### src/rtl/psi_defs.vh
`ifndef PSI_DEFS_VH
`define PSI_DEFS_VH

// Register byte offsets
`define PSI_OFS_CTRL    6'h00
`define PSI_OFS_ADDR    6'h04
`define PSI_OFS_WDATA   6'h08
`define PSI_OFS_RDATA   6'h0C
`define PSI_OFS_CFG     6'h10
`define PSI_OFS_STATUS  6'h14

// Control register fields
`define PSI_CTRL_RD     0
`define PSI_CTRL_WR     1
`define PSI_CTRL_CFG    2
`define PSI_CTRL_SLP    3

// Write data register fields
`define PSI_WD_LB       16
`define PSI_WD_UB       17

// Status register fields
`define PSI_ST_BUSY     0
`define PSI_ST_READY    1
`define PSI_ST_LOWPWR   2
`define PSI_ST_DONE     3

// Configuration bit choosing partial refresh over deep power-down
`define PSI_CFG_SLEEP   4
`define PSI_CFG_RESET   22'h000070

// Timing, in ns, and the clock period; sync depth in cycles
`define PSI_CLK_NS      100
`define PSI_ACC_NS      70
`define PSI_WE_NS       45
`define PSI_INIT_NS     150000
`define PSI_SLP_NS      10000
`define PSI_SYNC_CYC    2

// Cycle counts: least times round up, sleep entry must exceed its figure
`define PSI_ACC_CYC     ((`PSI_ACC_NS + `PSI_CLK_NS - 1) / `PSI_CLK_NS)
`define PSI_WE_CYC      ((`PSI_WE_NS + `PSI_CLK_NS - 1) / `PSI_CLK_NS)
`define PSI_INIT_CYC    ((`PSI_INIT_NS + `PSI_CLK_NS - 1) / `PSI_CLK_NS)
`define PSI_SLP_CYC     (`PSI_SLP_NS / `PSI_CLK_NS + 1)

// AXI responses
`define PSI_RESP_OK     2'h0
`define PSI_RESP_ERR    2'h2

`endif

### src/rtl/psi_ctrl.v
`timescale 1ns/1ps
`default_nettype none
`include "psi_defs.vh"

// Functional notes
// - Read drives select, output enable, byte selects low; write enable, sleep high.
// - Write drives select, write enable, byte selects low; sleep stays high.
// - Write enable low time stays below the maximum select-low time.
// - Sleep low with select high enters a low-power mode.
// - With sleep low, select and write enable low load the config.
// - Controller keeps select high during initialisation, accesses afterwards.
// - Low-power mode only after sleep held low over 10us.
module psi_ctrl (
    input  wire        ref_clk,
    input  wire        rst,
    input  wire [5:0]  s_axi_awaddr,
    input  wire        s_axi_awvalid,
    output reg         s_axi_awready,
    input  wire [31:0] s_axi_wdata,
    input  wire [3:0]  s_axi_wstrb,
    input  wire        s_axi_wvalid,
    output reg         s_axi_wready,
    output reg  [1:0]  s_axi_bresp,
    output reg         s_axi_bvalid,
    input  wire        s_axi_bready,
    input  wire [5:0]  s_axi_araddr,
    input  wire        s_axi_arvalid,
    output reg         s_axi_arready,
    output reg  [31:0] s_axi_rdata,
    output reg  [1:0]  s_axi_rresp,
    output reg         s_axi_rvalid,
    input  wire        s_axi_rready,
    output reg         chip_select_n,
    output reg         output_enable_n,
    output reg         write_enable_n,
    output reg         lower_byte_sel_n,
    output reg         upper_byte_sel_n,
    output reg         sleep_n,
    output reg  [21:0] addr_in,
    output reg  [15:0] data_io_out,
    output reg         data_io_oe,
    input  wire [15:0] data_io_in
);

    localparam [3:0] ST_INIT = 4'h0;
    localparam [3:0] ST_IDLE = 4'h1;
    localparam [3:0] ST_RD   = 4'h2;
    localparam [3:0] ST_WR   = 4'h3;
    localparam [3:0] ST_WEND = 4'h4;
    localparam [3:0] ST_CFG0 = 4'h5;
    localparam [3:0] ST_CFG1 = 4'h6;
    localparam [3:0] ST_CFG2 = 4'h7;
    localparam [3:0] ST_SLP  = 4'h8;
    localparam [3:0] ST_REL  = 4'h9;

    localparam integer ACC_INT  = `PSI_ACC_CYC + `PSI_SYNC_CYC;
    localparam integer WE_INT   = `PSI_WE_CYC;
    localparam integer INIT_INT = `PSI_INIT_CYC;
    localparam integer SLP_INT  = `PSI_SLP_CYC;
    // Counts narrowed on purpose to the width of the shared counter
    localparam [10:0] ACC_CYC  = ACC_INT[10:0];
    localparam [10:0] WE_CYC   = WE_INT[10:0];
    localparam [10:0] INIT_CYC = INIT_INT[10:0];
    localparam [10:0] SLP_CYC  = SLP_INT[10:0];
    localparam [10:0] ONE      = 11'h001;

    reg  [3:0]  state_reg;
    reg  [10:0] cnt_reg;
    reg  [2:0]  cmd_reg;
    reg         sleep_req_reg;
    reg         lowpwr_reg;
    reg         ready_reg;
    reg         done_reg;
    reg  [21:0] addr_reg;
    reg  [17:0] wdata_reg;
    reg  [15:0] rdata_reg;
    reg  [21:0] cfg_reg;
    reg  [21:0] cfg_live_reg;
    reg  [15:0] din_meta_reg;
    reg  [15:0] din_sync_reg;
    reg         aw_have_reg;
    reg         w_have_reg;
    reg  [5:0]  aw_addr_reg;
    reg  [31:0] w_data_reg;
    reg  [3:0]  w_strb_reg;
    reg  [31:0] rd_mux;
    reg         rd_hit;

    wire        wr_fire = aw_have_reg && w_have_reg && !s_axi_bvalid;
    wire        wr_hit  = (aw_addr_reg == `PSI_OFS_CTRL) || (aw_addr_reg == `PSI_OFS_ADDR) ||
                          (aw_addr_reg == `PSI_OFS_WDATA) || (aw_addr_reg == `PSI_OFS_CFG) ||
                          (aw_addr_reg == `PSI_OFS_STATUS) || (aw_addr_reg == `PSI_OFS_RDATA);
    wire        busy    = (state_reg != ST_IDLE) || (cmd_reg != 3'h0);
    wire [31:0] wmask   = {{8{w_strb_reg[3]}}, {8{w_strb_reg[2]}},
                           {8{w_strb_reg[1]}}, {8{w_strb_reg[0]}}};
    wire [31:0] addr_m  = ({10'h000, addr_reg} & ~wmask) | (w_data_reg & wmask);
    wire [31:0] wdat_m  = ({14'h0000, wdata_reg} & ~wmask) | (w_data_reg & wmask);
    wire [31:0] cfg_m   = ({10'h000, cfg_reg} & ~wmask) | (w_data_reg & wmask);

    always @* begin
        rd_hit = 1'b1;
        case (s_axi_araddr)
            `PSI_OFS_CTRL:   rd_mux = {28'h0000000, sleep_req_reg, cmd_reg};
            `PSI_OFS_ADDR:   rd_mux = {10'h000, addr_reg};
            `PSI_OFS_WDATA:  rd_mux = {14'h0000, wdata_reg};
            `PSI_OFS_RDATA:  rd_mux = {16'h0000, rdata_reg};
            `PSI_OFS_CFG:    rd_mux = {10'h000, cfg_reg};
            `PSI_OFS_STATUS: rd_mux = {28'h0000000, done_reg, lowpwr_reg, ready_reg, busy};
            default: begin
                rd_mux = 32'h00000000;
                rd_hit = 1'b0;
            end
        endcase
    end

    // Data pins cross into the clock domain through two flops
    always @(posedge ref_clk or posedge rst) begin
        if (rst) begin
            din_meta_reg <= 16'h0000;
            din_sync_reg <= 16'h0000;
        end else begin
            din_meta_reg <= data_io_in;
            din_sync_reg <= din_meta_reg;
        end
    end

    always @(posedge ref_clk or posedge rst) begin
        if (rst) begin
            s_axi_awready <= 1'b0;
            s_axi_wready  <= 1'b0;
            s_axi_bvalid  <= 1'b0;
            s_axi_bresp   <= `PSI_RESP_OK;
            s_axi_arready <= 1'b0;
            s_axi_rvalid  <= 1'b0;
            s_axi_rresp   <= `PSI_RESP_OK;
            s_axi_rdata   <= 32'h00000000;
            aw_have_reg   <= 1'b0;
            w_have_reg    <= 1'b0;
            aw_addr_reg   <= 6'h00;
            w_data_reg    <= 32'h00000000;
            w_strb_reg    <= 4'h0;
            state_reg     <= ST_INIT;
            cnt_reg       <= 11'h000;
            cmd_reg       <= 3'h0;
            sleep_req_reg <= 1'b0;
            lowpwr_reg    <= 1'b0;
            ready_reg     <= 1'b0;
            done_reg      <= 1'b0;
            addr_reg      <= 22'h000000;
            wdata_reg     <= 18'h30000;
            rdata_reg     <= 16'h0000;
            cfg_reg       <= `PSI_CFG_RESET;
            cfg_live_reg  <= `PSI_CFG_RESET;
            chip_select_n    <= 1'b1;
            output_enable_n  <= 1'b1;
            write_enable_n   <= 1'b1;
            lower_byte_sel_n <= 1'b1;
            upper_byte_sel_n <= 1'b1;
            sleep_n          <= 1'b1;
            addr_in          <= 22'h000000;
            data_io_out      <= 16'h0000;
            data_io_oe       <= 1'b0;
        end else begin
            // Ready is registered from a clear holding flag and a waiting valid: one beat per two cycles
            s_axi_awready <= !aw_have_reg && !s_axi_awready && s_axi_awvalid;
            s_axi_wready  <= !w_have_reg && !s_axi_wready && s_axi_wvalid;
            if (s_axi_awvalid && s_axi_awready) begin
                aw_have_reg <= 1'b1;
                aw_addr_reg <= s_axi_awaddr;
            end
            if (s_axi_wvalid && s_axi_wready) begin
                w_have_reg <= 1'b1;
                w_data_reg <= s_axi_wdata;
                w_strb_reg <= s_axi_wstrb;
            end
            if (s_axi_bvalid && s_axi_bready) begin
                s_axi_bvalid <= 1'b0;
            end
            s_axi_arready <= !s_axi_rvalid && !s_axi_arready && s_axi_arvalid;
            if (s_axi_arvalid && s_axi_arready) begin
                s_axi_rvalid <= 1'b1;
                s_axi_rdata  <= rd_mux;
                s_axi_rresp  <= rd_hit ? `PSI_RESP_OK : `PSI_RESP_ERR;
            end else if (s_axi_rvalid && s_axi_rready) begin
                s_axi_rvalid <= 1'b0;
            end
            if (wr_fire) begin
                aw_have_reg  <= 1'b0;
                w_have_reg   <= 1'b0;
                s_axi_bvalid <= 1'b1;
                s_axi_bresp  <= wr_hit ? `PSI_RESP_OK : `PSI_RESP_ERR;
                case (aw_addr_reg)
                    `PSI_OFS_CTRL: begin
                        if (w_strb_reg[0]) begin
                            sleep_req_reg <= w_data_reg[`PSI_CTRL_SLP];
                            // Read, write and config orders arriving while busy are dropped
                            if (!busy) begin
                                cmd_reg <= w_data_reg[`PSI_CTRL_CFG:`PSI_CTRL_RD];
                            end
                        end
                    end
                    `PSI_OFS_ADDR:   addr_reg  <= addr_m[21:0];
                    `PSI_OFS_WDATA:  wdata_reg <= wdat_m[17:0];
                    `PSI_OFS_CFG:    cfg_reg   <= cfg_m[21:0];
                    `PSI_OFS_STATUS: begin
                        if (w_strb_reg[0] && w_data_reg[`PSI_ST_DONE]) begin
                            done_reg <= 1'b0;
                        end
                    end
                    default: begin
                    end
                endcase
            end

            case (state_reg)
                ST_INIT: begin
                    chip_select_n <= 1'b1;
                    ready_reg     <= 1'b0;
                    if (cnt_reg >= INIT_CYC - ONE) begin
                        cnt_reg   <= 11'h000;
                        ready_reg <= 1'b1;
                        state_reg <= ST_IDLE;
                    end else begin
                        cnt_reg <= cnt_reg + ONE;
                    end
                end
                ST_IDLE: begin
                    cnt_reg <= 11'h000;
                    addr_in <= addr_reg;
                    if (sleep_req_reg) begin
                        sleep_n   <= 1'b0;
                        state_reg <= ST_SLP;
                    end else if (cmd_reg[`PSI_CTRL_CFG]) begin
                        state_reg <= ST_CFG0;
                    end else if (cmd_reg[`PSI_CTRL_WR]) begin
                        chip_select_n    <= 1'b0;
                        write_enable_n   <= 1'b0;
                        lower_byte_sel_n <= !wdata_reg[`PSI_WD_LB];
                        upper_byte_sel_n <= !wdata_reg[`PSI_WD_UB];
                        data_io_out      <= wdata_reg[15:0];
                        data_io_oe       <= 1'b1;
                        state_reg        <= ST_WR;
                    end else if (cmd_reg[`PSI_CTRL_RD]) begin
                        chip_select_n    <= 1'b0;
                        output_enable_n  <= 1'b0;
                        lower_byte_sel_n <= !wdata_reg[`PSI_WD_LB];
                        upper_byte_sel_n <= !wdata_reg[`PSI_WD_UB];
                        state_reg        <= ST_RD;
                    end
                end
                ST_RD: begin
                    if (cnt_reg >= ACC_CYC - ONE) begin
                        rdata_reg       <= din_sync_reg;
                        chip_select_n   <= 1'b1;
                        output_enable_n <= 1'b1;
                        lower_byte_sel_n <= 1'b1;
                        upper_byte_sel_n <= 1'b1;
                        state_reg       <= ST_REL;
                    end else begin
                        cnt_reg <= cnt_reg + ONE;
                    end
                end
                ST_WR: begin
                    if (cnt_reg >= WE_CYC - ONE) begin
                        chip_select_n    <= 1'b1;
                        write_enable_n   <= 1'b1;
                        lower_byte_sel_n <= 1'b1;
                        upper_byte_sel_n <= 1'b1;
                        state_reg        <= ST_WEND;
                    end else begin
                        cnt_reg <= cnt_reg + ONE;
                    end
                end
                ST_WEND: begin
                    // Data held one cycle past the rising edges for hold time
                    data_io_oe <= 1'b0;
                    state_reg  <= ST_REL;
                end
                ST_CFG0: begin
                    sleep_n   <= 1'b0;
                    addr_in   <= cfg_reg;
                    cnt_reg   <= 11'h000;
                    state_reg <= ST_CFG1;
                end
                ST_CFG1: begin
                    chip_select_n  <= 1'b0;
                    write_enable_n <= 1'b0;
                    if (cnt_reg >= WE_CYC) begin
                        chip_select_n  <= 1'b1;
                        write_enable_n <= 1'b1;
                        cfg_live_reg   <= addr_in;
                        state_reg      <= ST_CFG2;
                    end else begin
                        cnt_reg <= cnt_reg + ONE;
                    end
                end
                ST_CFG2: begin
                    sleep_n   <= 1'b1;
                    state_reg <= ST_REL;
                end
                ST_SLP: begin
                    if (cnt_reg >= SLP_CYC) begin
                        lowpwr_reg <= 1'b1;
                    end else begin
                        cnt_reg <= cnt_reg + ONE;
                    end
                    if (!sleep_req_reg) begin
                        sleep_n    <= 1'b1;
                        lowpwr_reg <= 1'b0;
                        cnt_reg    <= 11'h000;
                        if (lowpwr_reg && !cfg_live_reg[`PSI_CFG_SLEEP]) begin
                            state_reg <= ST_INIT;
                        end else begin
                            state_reg <= ST_IDLE;
                        end
                    end
                end
                ST_REL: begin
                    cmd_reg   <= 3'h0;
                    done_reg  <= 1'b1;
                    state_reg <= ST_IDLE;
                end
                default: state_reg <= ST_IDLE;
            endcase
        end
    end

endmodule // psi_ctrl

`default_nettype wire

### config.mk
export PLATFORM = sky130hd
export DESIGN_NAME = psi_ctrl
export DESIGN_NICKNAME = d
export VERILOG_FILES = /design/src/rtl/psi_ctrl.v
export VERILOG_INCLUDE_DIRS = /design/src /design/src/rtl
export SDC_FILE = /design/constraint.sdc
export NUM_CORES = 1
export LEC_CHECK = 0
export BUFFER_PORTS_ARGS = -buffer_cell sky130_fd_sc_hd__buf_2
export CAP_MARGIN = 15
export CORE_ASPECT_RATIO = 0.9
export CORE_MARGIN = 2
export CORE_UTILIZATION = 45
export DETAILED_ROUTE_END_ITERATION = 10
export HOLD_SLACK_MARGIN = 0.12
export PLACE_DENSITY = 0.69
export SLEW_MARGIN = 0
export SYNTH_ARGS = -nofsm -noshare
export SYNTH_HDL_FRONTEND = slang
export SYNTH_SLANG_ARGS = --single-unit
### constraint.sdc
create_clock -name ref_clk -period 26.1 [get_ports ref_clk]
set_clock_uncertainty 0.05 [all_clocks]
set_input_delay 7.83 -clock ref_clk [delete_from_list [all_inputs] [get_ports ref_clk]]
set_output_delay 7.83 -clock ref_clk [all_outputs]
set_load 0.005 [all_outputs]
# Yosys cells after proc, flatten, opt, wreduce, memory -nomap -nowiden
# Cells that the tools add are included.
# word_totals
reg_bits	256
input_bits	71
out_inout_bits	86
word_cells	240
# classes
n_addsub	1
magnitude_cmp	5
eq_ne	39
n_mux	76
bitwise_logic	10
reduce_logical	73
# op_table
operator	count
$pmux W22 S6	1
$and A22 B22 Y22	3
$mux W11	6
$pmux W11 S6	1
$or A22 B22 Y22	2
$pmux W22 S2	1
$mux W1	43
$mux W4	9
$pmux W4 S8	1
$ne A2 B2 Y1 const B	14
$eq A6 B4 Y1 const B	4
$eq A6 B5 Y1 const B	4
$reduce_and A6 Y1	4
$reduce_bool A2 Y1	12
$ge A11 B1 Y1 const B	2
$not A22 Y22	1
$and A18 B18 Y18	1
$or A18 B18 Y18	1
$eq A4 B3 Y1 const B	4
$logic_and A1 B1 Y1	15
$mux W3	5
$eq A6 B3 Y1 const B	2
$logic_not A6 Y1	2
$reduce_and A2 Y1	6
other kinds (29)	60

# Logic depth before layout (Yosys ltp)
# Gate-level depths: netlist of run 1.
# logic_depth
word_depth	7
ltp_mapped	10

# Worst setup path before layout of run 1
# No wires, ideal clock.
# synth_path
path_type	input port to flip-flop
startpoint	input s_axi_araddr[1]
endpoint	register s_axi_rdata[21]
setup_time_ns	0.077
arrival_ns	9.424
required_ns	25.973
slack_ns	16.549
stages	8
path_buffers	3
cell_sequence	or3_1 > clkbuf_1 > nor3_1 > and2_1 > buf_2 > buf_2 > a22oi_1 > o21ai_1
# synth_via
elab_chain_cells	2
word_cells_on_any_way	7
classes_between	eq/ne (5); mux (1); reduce/logical (1)
# synth_lines
item	line	source
start: declaration	psi_ctrl.v:26	input wire [5:0] s_axi_araddr,
$eq A6 B5 Y1 (tied with other cells)	psi_ctrl.v:102	case (s_axi_araddr)
$pmux W22 S6 (*)	psi_ctrl.v:102	
end signal: assignment	psi_ctrl.v:182	s_axi_rdata <= rd_mux;
end: declaration	psi_ctrl.v:29	output reg [31:0] s_axi_rdata,
# Every way passes the cells marked *; elsewhere a longest branch is shown, timed or not.
# A chain may end at the register's enable or synchronous reset.

# Worst setup path after layout of run 1
# layout_path
startpoint	input s_axi_araddr[1]
endpoint	register s_axi_rdata[7]
# The elaborated chain is that of the path after synthesis.

==> key figures, run 1 <==
Outcome
  • Outcome: complete, no violations

Route
  • Avg Vias per Cell: 5.473
  • DR WL/cell: around 19 microns
  • Starting DRC count in detailed routing: about 430
  • Via count: between 7k and 8k
  • Drt drc: 0
  • Drt first pass iters: 5
  • ANT nets after route: 0
  • Final wirelength: approximately 24000 microns

Synth
  • Number of synthesized flops with an enable pin: 0
  • Syn Inst Count: 834
  • Syn. warnings: 0
  • Ys flop type: dfrtp_1
  • Commonest cells post-synth: dfrtp_1, mux2_2, nand2_1
  • Most frequent cell after synthesis: dfrtp_1
  • FFs w/ async S/R, synth: 100.0%
  • Yosys reg bits: 240
  • Post-synth top area share: between 50% and 60%
  • Cell variety after synth: 61
  • Syn Std Cell Area: just over 10000 sq um
  • Synth area leader: dfrtp_1
  • Post-synthesis sequential area ratio: between 50% and 60%
  • Top cells by area, synth: dfrtp_1, mux2_2, dfstp_2, mux2i_1, nand2_1
  • Synthesized area per cell: approximately 12 sq um

Place
  • GPL Wtd Cong: slightly above 0.8
  • Final HPWL DP: about 16000 microns
  • PortBufs: 133

Critical path
  • Reg-to-Reg End: cnt_reg[7]$_DFFE_PP0P_
  • Critical path peak fanout: 18
  • Worst setup SP type: input port
  • Worst endpoint required time: 26.50 ns
  • Worst reg2reg path depth: 6
  • RR Startpoint: state_reg[2]$_DFFE_PP0P_
  • Crit end category: register
  • Setup crit end: s_axi_rdata[7]$_DFFE_PP0P_
  • CP Launch Point: s_axi_araddr[1]
  • Crit path kind: in2reg
  • Worst EP arrival: approximately 10 ns
  • R2r setup slk: approximately 23 ns

Die
  • Num rows: 52
  • I/O Pins: approximately 160
  • Initial Util: between 40% and 50%
  • Core ar.: between 20000 and 25000 sq um
  • Die Area: 23710 sq um
  • Die Wd: about 160 microns
  • Die Height: about 150 microns

STA
  • Max Clk Rate: 102.6 MHz
  • Final slew viol count: 0
  • Hold_ws: around 0.30 ns
  • Final Hold Vio Count: 0
  • Final min period: approximately 9.8 ns
  • Setup TNS: 0 ns
  • Max_slew headroom: 23.64%
  • Period utilization: between 30% and 40%
  • RSZ-0062 raised after global routing: false
  • Final setup vio count: 0
  • Worst-Margin Slew: approximately 1.1 ns

Finish
  • Fill count: 1951
  • Layout area overhead: 17.28%
  • Final core utilization: a little over half
  • Nets: ~1.0k
  • Share of cells above drive strength 1: about 33%

GRT
  • Global-route met3 utilization: approximately 3.9%
  • GRT Total Usage: between 20 and 25%
  • GR Layer Usage met1: 29.22%
  • First-pass GRT wire length: around 38000 microns
  • Number of global-route vias before repair: a little under 7k
  • Global route overflow: 0
  • Largest net degree at the start of global routing: 100
  • Met2 Use GR: 31.68%
  • Antenna violations before repair: 2
  • Peak-usage layer in the global routing report: met2

Clocking
  • Clk sink count: between 200 and 250
  • Postcts setup bufs: 0
  • H-tree depth: 1
  • Max clock buf depth: 3
  • Cts-stage hold buffer count: 0
  • CTS tree: built
  • Cts repair resizes: 0
  • Clock Pin Slew Worst Setup and Hold Paths: 0.06 ns
  • CTS root buf: clkbuf_16
  • Cts bufs inserted: 26
  • Worst skew pair latency: between 0.5 and 0.6 ns

Hold path
  • Worst hold path type: reg2reg
  • Hold Crit Start: din_meta_reg[15]$_DFF_PP0_

Power
  • Peak VDD IR: between 0.05 and 0.06 mV
  • PD cells: 79.23 nW/um^2
  • Static leakage: 5.634 nW
  • Power Total: ~0.94 mW

Job
  • Max_cap viols: 0
layout by cell type, fill, tap and decap left out, types with 3 or more instances in the layout:
master,instances
and3_1,5
o21ai_0,40
dfstp_2,12
dfrtp_1,227
a21oi_1,38
o21ai_1,41
clkinv_2,8
or3_1,3
a311oi_1,3
a22o_1,7
conb_1,12
clkbuf_16,26
clkbuf_8,5
nor4_1,3
nor2b_1,5
nand3_1,20
mux2i_1,25
buf_2,133
ha_1,3
mux2_1,11
nand2b_1,8
mux2_2,116
o22ai_1,5
a221oi_1,3
nor3b_1,3
nor3_1,10
o31ai_1,3
a21boi_0,3
a22oi_1,21
a41oi_1,3
nand2_1,66
clkbuf_1,3
nor2_1,35
buf_4,8
inv_1,18
routing by layer:
layer	wire length (microns)	vias up
met4	507	2
met1	10740	3535
met5	13	-
li1	-	3226
met3	1548	35
met2	10910	207
logic make-up after synthesis:
logic type      after synthesis  share of synthesized area, %
other cells                   1                       0.03704
simple gates                181                         8.973
compound gates              182                         10.96
xor+xnor                      3                        0.2596
buf+inv                      72                         3.325
flops                       240                         59.47
fa+ha+maj                     3                        0.3708
mux                         152                         16.60
worst min path at each step:
stage / end / slack, ns / cells after the start
floorplan: din_sync_reg[0]$_DFF_PP0_ / 0.28 / 0
global placement: din_sync_reg[11]$_DFF_PP0_ / 0.28 / 0
detailed placement: din_sync_reg[15]$_DFF_PP0_ / 0.29 / 0
CTS: din_sync_reg[15]$_DFF_PP0_ / 0.30 / 0
global route: din_sync_reg[10]$_DFF_PP0_ / 0.31 / 0
finish: din_sync_reg[15]$_DFF_PP0_ / 0.30 / 0
worst max-delay path, cell delays in order:
cell and delay, ns:
buf_2 0.09, or3_1 0.50, nor3_1 0.53, and2_1 0.80
a21oi_1 0.20, o21ai_1 0.17
layout make-up:
class | instances | area, sq um | area share [%]
flip-flops and latches | 240 | 6022 | 50.72
well taps | 297 | 371.6 | 3.130
multi-input cells | 533 | 3812 | 32.11
clock buffers | 34 | 730.7 | 6.155
repair buffers | 142 | 740.7 | 6.239
diodes | 2 | 5.005 | 0.04215
inverters | 19 | 78.83 | 0.6639
clock inverters | 13 | 111.4 | 0.9379
stage by stage:
step,cell area (sq um),cells,setup slack [ns]
floorplan,10160,845,11.65
global placement,11010,1230,15.84
detailed placement,11010,1230,15.79
CTS,11850,1277,16.35
global route,11870,1279,16.17
finish,11870,1280,16.35
power by group:
part / leakage [nW] / switching (mW) / internal, mW
clock: 0.421 / 0.148 / 0.208
sequential: 3.13 / 0.0508 / 0.433
combinational: 2.08 / 0.0438 / 0.0571
No activity file was read; power rests on OpenSTA's default activity.
==> run 2: changes to the inputs <==
--- a/config.mk
+++ b/config.mk
@@ -13,7 +13,7 @@
 export CORE_UTILIZATION = 45
 export DETAILED_ROUTE_END_ITERATION = 10
 export HOLD_SLACK_MARGIN = 0.12
-export PLACE_DENSITY = 0.69
+export PLACE_DENSITY = 0.71
 export SLEW_MARGIN = 0
 export SYNTH_ARGS = -nofsm -noshare
 export SYNTH_HDL_FRONTEND = slang
==> constraint.sdc (replaced) <==
create_clock -name ref_clk -period 8.65 [get_ports ref_clk]
set_clock_uncertainty 0.05 [all_clocks]
set_input_delay 2.595 -clock ref_clk [delete_from_list [all_inputs] [get_ports ref_clk]]
set_output_delay 2.595 -clock ref_clk [all_outputs]
set_load 0.005 [all_outputs]
==> run 2 against run 1 <==
Effect of this change: hold slack got worse by 0.0011 ns; largest cell class unchanged; routed wire length rose by 0.58%; sequential cell count did not move; sequential share of layout area fell by 0.35 points; non-clock buffer count rose by 1; register-to-register slack got worse by 18 ns; final area rose by 0.70%.
==> key figures, run 2 (synthesized netlist as in run 1, its figures left out) <==
Die
  • Core ar.: 22320 sq um (unchanged)
  • Die Wd: 162.1 microns (unchanged)
  • Die Area: 23710 sq um (unchanged)
  • Die Height: 146.3 microns (unchanged)
  • Num rows: 52 (unchanged)
  • Initial Util: 45.36% (unchanged)
  • I/O Pins: 157 (unchanged)

Route
  • Via count: 6981 (was 7005)
  • Drt drc: 0 (unchanged)
  • DR WL/cell: 18.64 microns (was 18.53 microns)
  • ANT nets after route: 0 (unchanged)
  • Drt first pass iters: 5 (unchanged)
  • Starting DRC count in detailed routing: 456 (was 427)
  • Final wirelength: 23850 microns (was 23720 microns)
  • Avg Vias per Cell: 5.454 (was 5.473)

Outcome
  • Outcome: complete, no violations (unchanged)

Finish
  • Nets: 1037 (was 1036)
  • Most common cell after layout, fill and taps aside: dfrtp_1 (unchanged)
  • Most frequent cells in the layout: dfrtp_1, buf_2, mux2_2, nand2_1, o21ai_1 (unchanged)
  • Multi-input gate area: 3812 sq um (unchanged)
  • Final Cell Area: 11960 sq um (was 11870 sq um)
  • Fill count: 1918 (was 1951)
  • Register area: 6022 sq um (unchanged)
  • Share of cells above drive strength 1: 33.57% (was 33.44%)
  • Layout area overhead: 18.09% (was 17.28%)
  • Antenna Cells: 0 (was 2)

Critical path
  • R2r setup slk: 5.30 ns (was 23.21 ns)
  • Crit end category: register (unchanged)
  • CP Launch Point: s_axi_araddr[1] (unchanged)
  • Worst setup SP type: input port (unchanged)
  • Worst endpoint required time: 9.04 ns (was 26.50 ns)
  • Reg-to-Reg End: cnt_reg[2]$_DFFE_PP0P_ (was cnt_reg[7]$_DFFE_PP0P_)
  • RR Startpoint: cnt_reg[8]$_DFFE_PP0P_ (was state_reg[2]$_DFFE_PP0P_)
  • Worst EP arrival: 4.93 ns (was 10.15 ns)
  • Critical path peak fanout: 18 (unchanged)
  • Setup crit end: s_axi_rdata[6]$_DFFE_PP0P_ (was s_axi_rdata[7]$_DFFE_PP0P_)
  • Max incr delay on CP: 0.80 ns (about the same)
  • Crit path kind: in2reg (unchanged)
  • Worst reg2reg path depth: 6 (unchanged)
  • WP depth: 6 (unchanged)
  • Buf/Inv on CP: 1 (unchanged)
  • Cell Chain, Critical Path: buf_2 -> or3_1 -> nor3_1 -> and2_1 -> a21oi_1 -> o21ai_1 (unchanged)
  • CP top delay family: simple AND/OR/NAND/NOR gates (unchanged)
  • Slowest CP cell: and2_1 (unchanged)

GRT
  • Global route overflow: 0 (unchanged)
  • GRT Total Usage: 20.29% (was 20.25%)
  • Number of global-route vias before repair: 7028 (was 6886)
  • Antenna violations before repair: 2 (unchanged)
  • First-pass GRT wire length: 38300 microns (was 38040 microns)
  • Largest net degree at the start of global routing: 159 (was 100)

Clocking
  • Postcts setup bufs: 0 (unchanged)
  • Clock Pin Slew Worst Setup and Hold Paths: 0.06 ns (about the same)
  • CTS root buf: clkbuf_16 (unchanged)
  • Worst skew pair latency: 0.53 ns (about the same)
  • Cts repair resizes: 0 (unchanged)
  • CTS tree: built (unchanged)
  • Cts-stage hold buffer count: 0 (unchanged)
  • Cts bufs inserted: 26 (unchanged)
  • H-tree depth: 1 (unchanged)
  • Max clock buf depth: 3 (unchanged)
  • Clk sink count: 240 (unchanged)

STA
  • Max_slew headroom: 27.48% (was 23.64%)
  • Final min period: around 4.5 ns
  • Setup TNS: 0 ns (unchanged)
  • Worst-Margin Slew: 1.088 ns (was 1.145 ns)
  • Hold_ws: 0.2972 ns (was 0.2983 ns)
  • Final setup vio count: 0 (unchanged)
  • Final Hold Vio Count: 0 (unchanged)
  • RSZ-0062 raised after global routing: false (unchanged)
  • Max Clk Rate: 220.4 MHz
  • Final slew viol count: 0 (unchanged)
  • Period utilization: 52.45%

Hold path
  • Worst hold path type: reg2reg (unchanged)
  • Hold Crit Start: din_meta_reg[11]$_DFF_PP0_ (was din_meta_reg[15]$_DFF_PP0_)

Place
  • GPL Wtd Cong: 0.8505 (was 0.8189)
  • DP Area: 11030 sq um (was 11010 sq um)
  • Final HPWL DP: 15830 microns (was 15710 microns)
  • PortBufs: 133 (unchanged)

Power
  • Peak VDD IR: 0.1514 mV (was 0.05041 mV)
  • PD cells: 245.4 nW/um^2 (was 79.23 nW/um^2)
  • Static leakage: 5.665 nW (was 5.634 nW)

Job
  • Max_cap viols: 0 (unchanged)
==> run 2: how the worst min path moves through the flow <==
| stage | to | cells past startpoint |
|---|---|---|
| floorplan | din_sync_reg[0]$_DFF_PP0_ | 0 |
| global placement | din_sync_reg[7]$_DFF_PP0_ | 0 |
| detailed placement | din_sync_reg[10]$_DFF_PP0_ | 0 |
| CTS | din_sync_reg[10]$_DFF_PP0_ | 0 |
| global route | din_sync_reg[11]$_DFF_PP0_ | 0 |
| finish | din_sync_reg[11]$_DFF_PP0_ | 0 |
==> run 2: report_power, final <==
part | switching (mW) | internal (mW)
registers | 0.157 | 1.31
logic | 0.134 | 0.173
clock network | 0.451 | 0.714
==> run 2: metal layers <==
metal	routed length, microns	GRT usage (%)	part of all wire, %	vias up
met1	10410	28.18	44	3524
met3	1413	4.034	5.9	39
li1	-	-	-	3221
met2	11480	32.89	48	195
met5	13	0	0.055	-
met4	538	5.310	2.3	2
==> run 2: stage by stage <==
step	setup slack (ns)	util [%]	cells	total power, mW
2_1_floorplan	2.867	-	845	1.662
3_3_place_gp	3.699	49.44	1232	1.769
3_5_place_dp	3.624	49.44	1232	1.791
4_1_cts	4.161	53.57	1280	2.963
5_1_grt	3.980	53.57	1280	3.066
6_report	4.113	53.57	1280	2.934
==> run 2: area by class of cell <==
type / instances / share of cell area [%]
Sequential cell: 240 / 50.37
Multi-Input combinational cell: 533 / 31.89
Clock buffer: 36 / 6.436
Timing Repair Buffer: 143 / 6.300
Tap cell: 297 / 3.108
Clock inverter: 12 / 1.266
Inverter: 19 / 0.6279
==> run 2: worst reg2reg max path: cells and delay by family (launching register included) <==
family             cells  cell delay, ns
AOI/OAI and AO/OA      2            1.12
and+or+nand+nor        4            1.65
DFF                    1            0.47
==> run 3: changes to the inputs <==
==> constraint.sdc (replaced) <==
create_clock -name ref_clk -period 3.8 [get_ports ref_clk]
set_clock_uncertainty 0.05 [all_clocks]
set_input_delay 1.14 -clock ref_clk [delete_from_list [all_inputs] [get_ports ref_clk]]
set_output_delay 1.14 -clock ref_clk [all_outputs]
set_load 0.005 [all_outputs]
==> run 3 against run 2 <==
Effect of this change: non-clock buffer count grew 7; first-iteration DRC count shrank 1.1%; power grew 120%.
==> key figures, run 3 (synthesized netlist as in run 1, its figures left out) <==
Critical path
  • Worst EP arrival: 3.33 ns (was 4.93 ns)
  • Worst endpoint required time: 4.20 ns (was 9.04 ns)
  • Worst setup SP type: register (was input port)
  • Max incr delay on CP: 0.55 ns (was 0.80 ns)
  • Critical path peak fanout: 17 (was 18)
  • CP Launch Point: cnt_reg[8]$_DFFE_PP0P_ (was s_axi_araddr[1])
  • Crit path kind: reg2reg (was in2reg)
  • Cell Chain, Critical Path: nor4_2 -> nand4b_2 -> o31ai_4 -> buf_4 -> and4_1 -> and2b_1 -> a22o_1 (was buf_2 -> or3_1 -> nor3_1 -> and2_1 -> a21oi_1 -> o21ai_1)
  • RR Startpoint: cnt_reg[8]$_DFFE_PP0P_ (unchanged)
  • Slowest CP cell: and4_1 (was and2_1)
  • Crit end category: register (unchanged)

Clocking
  • Cts repair resizes: 0 (unchanged)
  • Clock Pin Slew Worst Setup and Hold Paths: 0.06 ns (about the same)
  • CTS tree: built (unchanged)
  • Clk sink count: 240 (unchanged)
  • H-tree depth: 1 (unchanged)
  • Max clock buf depth: 3 (unchanged)
  • Worst skew pair latency: 0.52 ns (was 0.53 ns)
  • CTS root buf: clkbuf_16 (unchanged)
  • Cts bufs inserted: 25 (was 26)
  • Postcts setup bufs: 0 (unchanged)
  • Cts-stage hold buffer count: 0 (unchanged)

STA
  • Hold_ws: 0.2931 ns (was 0.2972 ns)
  • Final setup vio count: 0 (unchanged)
  • Final slew viol count: 0 (unchanged)
  • Period utilization: 77.07%
  • Worst-Margin Slew: 0.8061 ns (was 1.088 ns)
  • RSZ-0062 raised after global routing: false (unchanged)
  • Max Clk Rate: 341.4 MHz
  • Max_slew headroom: 46.26% (was 27.48%)
  • Final min period: approximately 2.9 ns
  • Final Hold Vio Count: 0 (unchanged)

Power
  • Peak VDD IR: 0.3034 mV (was 0.1514 mV)
  • Static leakage: 5.673 nW (was 5.665 nW)
  • Power Total: 6.511 mW (was 2.934 mW)
  • Net Sw Frac: 25.10% (was 25.27%)
  • Part of the power in registers: 51.1% (was 49.8%)
  • Clock network power share: 38.1% (was 39.7%)
  • Internal Power: 4.877 mW (was 2.193 mW)
  • Comb pwr share: 10.8% (was 10.5%)
  • PD cells: 545.2 nW/um^2 (was 245.4 nW/um^2)
  • Net Switching: 1.635 mW (was 0.7416 mW)

Finish
  • Final core utilization: 53.52% (was 53.57%)
  • Layout area overhead: 17.97% (was 18.09%)
  • Nets: 1043 (was 1037)
  • Share of cells above drive strength 1: 33.64% (was 33.57%)
  • Multi-input gate area: 3812 sq um (unchanged)
  • Register area: 6022 sq um (unchanged)
  • Most common cell after layout, fill and taps aside: dfrtp_1 (unchanged)
  • Final Cell Area: 11940 sq um (was 11960 sq um)
  • Fill count: 1914 (was 1918)
  • Final Non-Filler Cells: 1285 (was 1280)
  • Most frequent cells in the layout: dfrtp_1, buf_2, mux2_2, nand2_1, o21ai_1 (unchanged)

Hold path
  • Worst hold path type: reg2reg (unchanged)
  • Hold Crit Start: din_meta_reg[13]$_DFF_PP0_ (was din_meta_reg[11]$_DFF_PP0_)

Route
  • Drt first pass iters: 5 (unchanged)
  • ANT nets after route: 0 (unchanged)
  • Via count: 7002 (was 6981)
  • Final wirelength: 24000 microns (was 23850 microns)
  • Starting DRC count in detailed routing: 451 (was 456)
  • Drt drc: 0 (unchanged)
  • Avg Vias per Cell: 5.449 (was 5.454)
  • DR WL/cell: 18.68 microns (was 18.64 microns)

Job
  • Max_cap viols: 0 (unchanged)

Place
  • GPL Wtd Cong: 0.8316 (was 0.8505)
  • DP Area: 11090 sq um (was 11030 sq um)
  • PortBufs: 133 (unchanged)
  • Cell count after placement: 1239 (was 1232)
  • Final HPWL DP: 15740 microns (was 15830 microns)

GRT
  • Global route overflow: 0 (unchanged)
  • Peak-usage layer in the global routing report: met2 (unchanged)
  • Largest net degree at the start of global routing: 142 (was 159)
  • Global-route met3 utilization: 3.778% (was 4.034%)
  • Antenna violations before repair: 2 (unchanged)
  • Met2 Use GR: 32.77% (was 32.89%)
  • First-pass GRT wire length: 38330 microns (was 38300 microns)
  • Number of global-route vias before repair: 6960 (was 7028)
  • GRT Total Usage: 20.41% (was 20.29%)
  • GR Layer Usage met1: 28.94% (was 28.18%)

Die
  • Num rows: 52 (unchanged)
  • I/O Pins: 157 (unchanged)
  • Initial Util: 45.36% (unchanged)
  • Die Height: 146.3 microns (unchanged)
  • Die Area: 23710 sq um (unchanged)
  • Die Wd: 162.1 microns (unchanged)
  • Core ar.: 22320 sq um (unchanged)

Outcome
  • Outcome: complete, no violations (unchanged)
run 3: cell count changes in the layout (fill, tap and decap cells not counted), sizes merged:
cell | before | now
clkinv | 5 | 1
clkbuf | 36 | 42
bufinv | 3 | 1
buf | 143 | 150
diode | 0 | 1
clkinvlp | 3 | 1
inv | 20 | 19
run 3: area by class of cell:
class                      instances  area share, %
sequential                       240          50.42
clock inverter                     3         0.3667
tap                              297          3.112
antenna                            1        0.02095
timing repair buffer             150          6.747
inverter                          19         0.6286
clock buffer                      42          6.778
multi-input combinational        533          31.92
run 3: worst paths after layout:
path                            depth (start not counted)  slack [ns]                    endpoint
min in group asynchronous                               2        0.52  aw_addr_reg[5]$_DFFE_PP0P_
max in group asynchronous                               3        2.15  din_meta_reg[11]$_DFF_PP0_
worst min-delay path                                    0        0.29  din_sync_reg[13]$_DFF_PP0_
worst max register to register                          7        0.87      cnt_reg[5]$_DFFE_PP0P_
worst min register to register                          0        0.29  din_sync_reg[13]$_DFF_PP0_
worst max-delay path                                    7        0.87      cnt_reg[5]$_DFFE_PP0P_
run 3: power by group through the flow:
| stage | registers, mW | logic, mW | clock network, mW |
|---|---|---|---|
| 3_3_place_gp | 3.35 | 0.680 | 0 |
| 5_1_grt | 3.38 | 0.788 | 2.64 |
| 2_1_floorplan | 3.24 | 0.547 | 0 |
| 4_1_cts | 3.33 | 0.715 | 2.53 |
| 3_5_place_dp | 3.37 | 0.710 | 0 |
| 6_report | 3.33 | 0.702 | 2.48 |
run 3: worst max-delay path: cells and delay by family (launching register included):
kind | cells | cell delay, ns
buffers and inverters | 1 | 0.34
flip-flops | 1 | 0.47
AO/OA/AOI/OAI | 2 | 0.42
AND/OR/NAND/NOR | 4 | 1.58
run 3: layer usage:
| metal | wire length [microns] | vias up |
|---|---|---|
| li1 | - | 3238 |
| met1 | 10610 | 3501 |
| met2 | 11410 | 218 |
| met3 | 1408 | 43 |
| met4 | 559 | 2 |
| met5 | 11 | - |
run 3: stage by stage:
| stage | TNS, ns | worst slack, ns |
|---|---|---|
| 3_5_place_dp | 0 | 0.8315 |
| 3_3_place_gp | 0 | 0.8583 |
| 6_report | 0 | 0.8712 |
| 4_1_cts | 0 | 0.8381 |
| 2_1_floorplan | -120.39 | -0.5280 |
| 5_1_grt | 0 | 0.5648 |
